===== src/core/rscfg_pkg.sv =====
// Purpose: constants for the reset strap capture and pin select block
// Assumes: 125 MHz clk_sys, strap pins sampled through two flops
// Notes: status and identity word layouts are local to this block
package rscfg_pkg;
  // config window and register addresses
  localparam logic [31:0] RSCFG_WIN_BASE = 32'h01B3F000;
  localparam int RSCFG_WIN_BITS = 12;
  localparam logic [31:0] RSCFG_PSEL_ADDR = 32'h01B3F000;
  localparam logic [31:0] RSCFG_STAT_ADDR = 32'h01B3F004;
  localparam logic [31:0] RSCFG_SCAN_ADDR = 32'h01B3F008;
  // value is arbitrary
  localparam logic [31:0] RSCFG_SCAN_ID = 32'h0A5A5001;

  // peripheral_select_control fields
  localparam int RSCFG_PSEL_W = 7;
  localparam int RSCFG_PSEL_AUD0 = 0;
  localparam int RSCFG_PSEL_BSP0 = 1;
  localparam int RSCFG_PSEL_COMPAT = 2;
  localparam int RSCFG_PSEL_I2C0 = 3;
  localparam int RSCFG_PSEL_VP1 = 5;
  localparam int RSCFG_PSEL_VP2 = 6;
  localparam logic [6:0] RSCFG_PSEL_RST = 7'h06;
  localparam logic [6:0] RSCFG_PSEL_WMASK = 7'h6F;

  // device_status_reg fields
  localparam int RSCFG_ST_ENDIAN = 0;
  localparam int RSCFG_ST_BOOT = 1;
  localparam int RSCFG_ST_ECLK = 3;
  localparam int RSCFG_ST_WIDTH = 5;
  localparam int RSCFG_ST_NET = 6;
  localparam int RSCFG_ST_GP0BAD = 7;

  // strap encodings
  localparam logic [1:0] RSCFG_BOOT_NONE = 2'h0;
  localparam logic [1:0] RSCFG_BOOT_HOST = 2'h1;
  localparam logic [1:0] RSCFG_BOOT_ROM8 = 2'h3;
  localparam logic [1:0] RSCFG_ECLK_PIN = 2'h0;
  localparam logic [1:0] RSCFG_ECLK_DIV4 = 2'h1;
  localparam logic [1:0] RSCFG_ECLK_DIV6 = 2'h2;
  localparam logic RSCFG_BIG_ENDIAN = 1'b0;

  // strap synchroniser bit positions
  localparam int RSCFG_SY_W = 8;
  localparam int RSCFG_SY_ECLK = 0;
  localparam int RSCFG_SY_BOOT = 2;
  localparam int RSCFG_SY_ENDIAN = 4;
  localparam int RSCFG_SY_WIDTH = 5;
  localparam int RSCFG_SY_NET = 6;
  localparam int RSCFG_SY_GP0 = 7;
endpackage


===== src/core/rscfg_top.sv =====
// Purpose: latch board straps at reset, steer host data pins, hold config regs
// Assumes: rst_n is the device reset; straps are stable while it is low
// Notes: outputs are registered; pin steering lags the peripherals by a cycle
`timescale 1ns/1ns

// How it works
// - address, byte-order, host-width and network straps are captured on the first clock after reset release.
// - byte-order strap 0 gives big-endian, 1 gives little-endian, the default.
// - boot strap: 00 none, 01 host port, 10 reserved, 11 8-bit ROM.
// - memory clock strap: 00 clock pin, 01 cpu/4, 10 cpu/6, 11 reserved.
// - host-width 0 uses low sixteen data pins, upper float; 1 uses all 32.
// - network strap 0 disables mac; host width follows its strap.
// - network 1, width 0: 16-bit host low, upper sixteen go to mac.
// - both straps 1: host port off, low pins float, upper sixteen to mac.
// - config registers live in a 4K window at 0x01B3F000 on config bus.
// - after reset software selects video ports, serial ports and i2c.
// - timers and gpio always present; i2c, serial 0, video 2 have select bits; host/mac share.
module rscfg_top (
  // clock and reset
  input wire logic clk_sys,
  input wire logic rst_n,
  // strap pins
  input wire logic [3:0] ext_addr_strap_pins,
  input wire logic byte_order_strap,
  input wire logic host_width_strap,
  input wire logic net_select_strap,
  input wire logic general_io_bit0,
  // config bus
  input wire logic cfg_req,
  input wire logic cfg_wr,
  input wire logic [31:0] cfg_addr,
  input wire logic [31:0] cfg_wdata,
  output logic cfg_ack,
  output logic [31:0] cfg_rdata,
  // latched configuration
  output logic endian_mode,
  output logic [1:0] boot_mode,
  output logic [1:0] ext_mem_clock_select,
  output logic host_port_width,
  output logic host_port_en,
  output logic ethernet_net_select_strap,
  output logic config_invalid,
  // peripheral selects
  output logic [rscfg_pkg::RSCFG_PSEL_W-1:0] periph_sel,
  // host data pins
  input wire logic [31:0] host_data_pins_in,
  output logic [31:0] host_data_pins_out,
  output logic [31:0] host_data_pins_oe,
  // peripheral side of the data pins
  input wire logic [31:0] host_port_dout,
  input wire logic [31:0] host_port_doe,
  output logic [31:0] host_port_din,
  input wire logic [15:0] ethernet_mac_dout,
  input wire logic [15:0] ethernet_mac_doe,
  output logic [15:0] ethernet_mac_din
);
  import rscfg_pkg::*;

  typedef struct packed {
    logic cap_done;
    logic endian;
    logic [1:0] boot;
    logic [1:0] eclk;
    logic width;
    logic net;
    logic gp0_bad;
    logic hp_en;
    logic [6:0] psel;
    logic ack;
    logic [31:0] rdata;
    logic [31:0] hd_out;
    logic [31:0] hd_oe;
    logic [31:0] hp_din;
    logic [15:0] mac_din;
  } rscfg_st_t;

  rscfg_st_t st_q;
  rscfg_st_t st_d;
  logic [RSCFG_SY_W-1:0] strap_s;
  logic [31:0] hd_in_s;
  logic in_win;
  logic [31:0] stat_word;

  ////////////////////////////////////////////////////////////////////
  // pin synchronisers

  rscfg_sync #(.W(RSCFG_SY_W)) u_strap_sync (
    .clk_sys(clk_sys),
    .d({general_io_bit0, net_select_strap, host_width_strap, byte_order_strap,
        ext_addr_strap_pins}),
    .q(strap_s)
  );

  rscfg_sync #(.W(32)) u_data_sync (
    .clk_sys(clk_sys),
    .d(host_data_pins_in),
    .q(hd_in_s)
  );

  ////////////////////////////////////////////////////////////////////
  // next state

  always_comb
  begin
    // only the page bits decide the window
    in_win = (cfg_addr[31:RSCFG_WIN_BITS] == RSCFG_WIN_BASE[31:RSCFG_WIN_BITS]);
    st_d = st_q;
    // sync flops carry reset-time pin levels into the first cycle after release
    if (!st_q.cap_done)
    begin
      st_d.cap_done = 1'b1;
      st_d.endian = strap_s[RSCFG_SY_ENDIAN];
      st_d.boot = strap_s[RSCFG_SY_BOOT +: 2];
      st_d.eclk = strap_s[RSCFG_SY_ECLK +: 2];
      st_d.width = strap_s[RSCFG_SY_WIDTH];
      st_d.net = strap_s[RSCFG_SY_NET];
      st_d.gp0_bad = strap_s[RSCFG_SY_GP0];
    end
    // once captured, nothing but reset touches the straps
    // built from the next state so a read on the capture edge sees the straps
    stat_word = 32'h00000000;
    stat_word[RSCFG_ST_ENDIAN] = st_d.endian;
    stat_word[RSCFG_ST_BOOT +: 2] = st_d.boot;
    stat_word[RSCFG_ST_ECLK +: 2] = st_d.eclk;
    stat_word[RSCFG_ST_WIDTH] = st_d.width;
    stat_word[RSCFG_ST_NET] = st_d.net;
    stat_word[RSCFG_ST_GP0BAD] = st_d.gp0_bad;
    st_d.hp_en = st_d.cap_done && !(st_d.width && st_d.net);
    st_d.ack = cfg_req && in_win;
    st_d.rdata = 32'h00000000;
    if (cfg_req && in_win && !cfg_wr)
    begin
      case (cfg_addr)
        RSCFG_PSEL_ADDR: st_d.rdata = {25'h0000000, st_q.psel};
        RSCFG_STAT_ADDR: st_d.rdata = stat_word;
        RSCFG_SCAN_ADDR: st_d.rdata = RSCFG_SCAN_ID;
        default: st_d.rdata = 32'h00000000;
      endcase
    end
    if (cfg_req && in_win && cfg_wr && cfg_addr == RSCFG_PSEL_ADDR)
    begin
      // reserved bit 4 keeps its zero
      st_d.psel = (st_q.psel & ~RSCFG_PSEL_WMASK)
                | (cfg_wdata[RSCFG_PSEL_W-1:0] & RSCFG_PSEL_WMASK);
    end
    // only host port and mac share pins; others are never muxed here
    st_d.hd_out = host_port_dout;
    st_d.hd_oe = host_port_doe;
    st_d.hp_din = hd_in_s;
    st_d.mac_din = 16'h0000;
    case ({st_q.width, st_q.net})
      2'b00:
      begin
        st_d.hd_oe[31:16] = 16'h0000;
        st_d.hp_din[31:16] = 16'h0000;
      end
      2'b01:
      begin
        st_d.hd_out[31:16] = ethernet_mac_dout;
        st_d.hd_oe[31:16] = ethernet_mac_doe;
        st_d.hp_din[31:16] = 16'h0000;
        st_d.mac_din = hd_in_s[31:16];
      end
      2'b10:
      begin
        st_d.hd_oe = host_port_doe;
      end
      2'b11:
      begin
        st_d.hd_out = {ethernet_mac_dout, 16'h0000};
        st_d.hd_oe = {ethernet_mac_doe, 16'h0000};
        st_d.hp_din = 32'h00000000;
        st_d.mac_din = hd_in_s[31:16];
      end
      default:
      begin
        st_d.hd_oe = 32'h00000000;
      end
    endcase
    // no drive until the straps are known, avoids fighting the resistors
    if (!st_q.cap_done)
    begin
      st_d.hd_oe = 32'h00000000;
    end
  end

  always_ff @(posedge clk_sys or negedge rst_n)
  begin
    if (!rst_n)
    begin
      st_q <= '0;
      st_q.endian <= 1'b1;
      st_q.psel <= RSCFG_PSEL_RST;
    end
    else
    begin
      st_q <= st_d;
    end
  end

  ////////////////////////////////////////////////////////////////////
  // outputs

  assign cfg_ack = st_q.ack;
  assign cfg_rdata = st_q.rdata;
  assign endian_mode = st_q.endian;
  assign boot_mode = st_q.boot;
  assign ext_mem_clock_select = st_q.eclk;
  assign host_port_width = st_q.width;
  assign host_port_en = st_q.hp_en;
  assign ethernet_net_select_strap = st_q.net;
  assign config_invalid = st_q.gp0_bad;
  assign periph_sel = st_q.psel;
  assign host_data_pins_out = st_q.hd_out;
  assign host_data_pins_oe = st_q.hd_oe;
  assign host_port_din = st_q.hp_din;
  assign ethernet_mac_din = st_q.mac_din;
endmodule


===== src/core/rscfg_sync.sv =====
// Purpose: two-flop level synchroniser, one bit per lane
// Assumes: inputs are quasi-static levels from pins
// Notes: no reset, so the flops track the pins while device reset is low
`timescale 1ns/1ns
module rscfg_sync #(
  parameter int W = 1
) (
  // clock
  input wire logic clk_sys,
  // lanes
  input wire logic [W-1:0] d,
  output logic [W-1:0] q
);
  logic [W-1:0] meta;

  always_ff @(posedge clk_sys)
  begin
    meta <= d;
    q <= meta;
  end
endmodule


===== config.mk =====
export PLATFORM = sky130hd
export DESIGN_NAME = rscfg_top
export DESIGN_NICKNAME = d
export VERILOG_FILES = /design/src/core/rscfg_pkg.sv /design/src/core/rscfg_top.sv /design/src/core/rscfg_sync.sv
export SDC_FILE = /design/constraint.sdc
export NUM_CORES = 1
export LEC_CHECK = 0
export CORE_AREA = 2 2 142 144
export CTS_CLUSTER_SIZE = 8
export DETAILED_ROUTE_END_ITERATION = 10
export DIE_AREA = 0 0 144 146
export DONT_BUFFER_PORTS = 1
export PLACE_DENSITY_LB_ADDON = 0.25
export SETUP_SLACK_MARGIN = 0.1
export SYNTH_ARGS = -nofsm -noshare
export SYNTH_HDL_FRONTEND = slang
export SYNTH_SLANG_ARGS = --single-unit

===== constraint.sdc =====
create_clock -name clk_sys -period 3 [get_ports clk_sys]
set_input_delay 0.75 -clock clk_sys [delete_from_list [all_inputs] [get_ports clk_sys]]
set_output_delay 0.75 -clock clk_sys [all_outputs]
set_load 0.005 [all_outputs]

==> results.cfg <==
[run_status]
status = finished with violations
violations = hold timing

[layout]
final_nets = 648
nFillCells = 1830
area_growth_pct = 0.989
multi_input_area_um2 = 1360
n_antenna_cell = 0
stdcell_count = 734
drive_above_1_share = 0.164
seqCellArea_um2 = 5060

[drt]
vias = 3209
viasPerCell = 4.37
drt_pass1_iterations = 4
routed_wl_mm = 14.0
drtIter0Drc = 80
ant_nets = 0
drc = 0
avgRoutedWirePerCell_um = 19.1

[logic_synthesis]
synth_top_family_by_area = buffers and inverters
muxShareOfSynthArea = 0.0511
synth-seq-area-share = 0.667
yosys_warnings = 0
synth_edf_count = 0
async_reset_ff_frac = 0.633
netlist_area_um2 = 7590
yosysUniqueCellTypes = 31
synth_compound_area_frac = 0.0193
synth_flop_cell = dfrtp_1
synthCells = 564
ys_seq_elements = 218
syn_avg_cell_area_um2 = 13.5
yosys.area_share.simple = 0.0992
synthAdderAreaFrac = 0
yosys.area_share.xor_xnor = 0

[grt]
grt_pass1_vias = 3572
track_usage = 0.127
grt_antenna_before_repair = 0
grt-ovfl-total = 0
grt_start_max_net_pins = 139
grt_first_pass_wirelength_mm = 20.3

[sta]
clock_skew_ns = 0.0164
max_freq_mhz = 439
report.final.slew_viol_count = 0
setup_ws_ns = 0.720
fin_crit_ns = 2.28
rsz0062_at_grt = false
hold_ws_ns = -0.0837
relSlewSlack = 0.618
finalSetupViolations = 0
worst_pin_slew_ns = 0.573
fin_crit_sh = 0.760
tns_ns = 0
hold_violations = 135

[power]
leakage_nw = 3.47
powerDensity_nw_per_um2 = 847
ir_drop_mv = 0.470

[clock_network]
clk_latency_ns = 0.53
cts_resized = 0
path_clk_slew_ns = 0.05
clock-root-buffer = clkbuf_16
htreeDepth = 1
clock_sinks = 218
cts_buffer_depth = 3
cts_buffers = 31
cts_tree = done
cts_setup_buffers = 0

[floorplanning]
die_w_um = 144
die_height_um = 146
die_area_um2 = 21000
initial_core_util = 0.393
coreArea_um2 = 19300
io_pins = 365
num_rows = 51

[placed_design]
dpl_worst_slack_ns = 0.536
port-buffer-count = 0
dp_cells = 676
gp_congestion = 0.742
hpwlAfterDp_mm = 9.86

[setup_path]
endpoint = ethernet_net_select_strap
start_kind = flip-flop
crit_start = ethernet_net_select_strap
worst-setup-path-type = flip-flop to output pin
crit_arrival_ns = 1.53
crit_family = flip-flops
slowest_delay_ns = 0.60
crit_required_ns = 2.25
rrSetupSlack_ns = 1.15
regToRegEndpoint = host_data_pins_oe[21]
path_cells = buf_4
cp-end-kind = output pin
r2r-start = st_q[161]
path_buf_inv = 1
path_depth = 1
path_max_fanout = 28
crit_path_top_delay_cell = dfrtp_1
reg2regPathDepth = 3

[run]
cap_viol_max_count = 0

[hold_path]
min_path_type = input pin to async pin
logic make-up (layout without fill, tap and decap cells):
logic type / after synthesis / in the layout
DFF: 218 / 218
muxes: 35 / 35
AOI/OAI and AO/OA: 17 / 17
other: 2 / 18
and+or+nand+nor: 118 / 118
buffers and inverters: 174 / 63
how the worst min path moves through the flow:
stage / cells past startpoint / slack (ns) / end / from
after floorplan: 0 / 0.31 / u_data_sync.q[0] / u_data_sync.meta[0]
after global placement: 0 / 0.31 / u_data_sync.q[15] / u_data_sync.meta[15]
after detailed placement: 0 / 0.31 / u_data_sync.q[27] / u_data_sync.meta[27]
after CTS: 0 / -0.11 / cfg_rdata[7] / rst_n
after global routing: 0 / -0.11 / host_port_din[23] / rst_n
final: 0 / -0.08 / cfg_rdata[7] / rst_n
cell usage in the layout (no fill, tap or decap):
cell type / Yosys / layout
inv_1: 1 / 1
and4_1: 2 / 2
clkbuf_16: 0 / 31
nor2b_1: 2 / 2
or4_4: 1 / 1
conb_1: 2 / 18
a22o_1: 15 / 15
nand3_1: 2 / 2
mux2i_1: 5 / 5
and4bb_2: 2 / 2
nor4_4: 1 / 1
dfstp_2: 3 / 3
and3_1: 16 / 16
a21boi_0: 1 / 1
buf_4: 155 / 4
nor2_1: 9 / 9
a22oi_1: 1 / 1
nor4b_1: 2 / 2
nand4_2: 1 / 1
or2_2: 1 / 1
mux2_2: 30 / 30
nand4_1: 1 / 1
dfxtp_1: 80 / 80
clkbuf_1: 16 / 25
inv_6: 0 / 1
nor4_1: 3 / 3
and2_1: 66 / 66
clkinvlp_4: 0 / 1
nor4b_2: 1 / 1
nor3_1: 2 / 2
nand2_1: 6 / 6
dfrtp_1: 135 / 135
synthesized netlist by cell type, drive strengths merged, types with 3 or more instances:
| cell type | number | area [um2] |
|---|---|---|
| and3 | 16 | 100 |
| nor4b | 3 | 32.5 |
| clkbuf | 16 | 60.1 |
| and2 | 66 | 413 |
| nor2 | 9 | 33.8 |
| nand2 | 6 | 22.5 |
| buf | 157 | 1170 |
| dfxtp | 80 | 1600 |
| dfstp | 3 | 78.8 |
| nor4 | 4 | 40.0 |
| dfrtp | 135 | 3380 |
| mux2i | 5 | 50.1 |
| a22o | 15 | 131 |
| mux2 | 30 | 338 |
final cells by class:
type,instances,area share
Timing Repair Buffer,4,0.00392
Inverter,1,0.000490
Tap cell,265,0.0433
Clock buffer,56,0.113
Sequential cell,218,0.660
Multi-Input combinational cell,188,0.177
Clock inverter,2,0.00212
state kept, by name, indices dropped and copies added, names as in the netlist, 2 cells and up:
name / cells
ext_mem_clock_select: 2
host_port_din: 32
u_strap_sync.meta: 8
boot_mode: 2
periph_sel: 6
u_data_sync.q: 32
host_data_pins_oe: 32
ethernet_mac_din: 16
cfg_rdata: 9
u_data_sync.meta: 32
host_data_pins_out: 32
u_strap_sync.q: 8
per-stage QoR:
stage | util | power, mW | cell area (um2)
final | 0.396 | 6.49 | 7660
after global routing | 0.396 | 6.81 | 7660
after CTS | 0.396 | 6.60 | 7660
after detailed placement | 0.351 | 3.49 | 6780
after global placement | 0.351 | 3.47 | 6780
after floorplan | - | 3.59 | 7650
routing by layer:
| layer | routed length, um | share of wire | up-vias | global-route usage |
|---|---|---|---|---|
| li1 | - | - | 1412 | - |
| met4 | 323 | 0.023 | 0 | 0.0495 |
| met3 | 1350 | 0.096 | 25 | 0.0385 |
| met1 | 4500 | 0.32 | 1550 | 0.121 |
| met5 | 0 | 0 | - | 0 |
| met2 | 7810 | 0.56 | 222 | 0.247 |
where the power goes:
part	switching, mW	internal, mW	total [mW]
clock	1.15	1.92	3.07
combinational	0.0968	0.101	0.197
sequential	0.103	3.12	3.23
total	1.35	5.15	6.49
(Power assumes the default switching activity.)
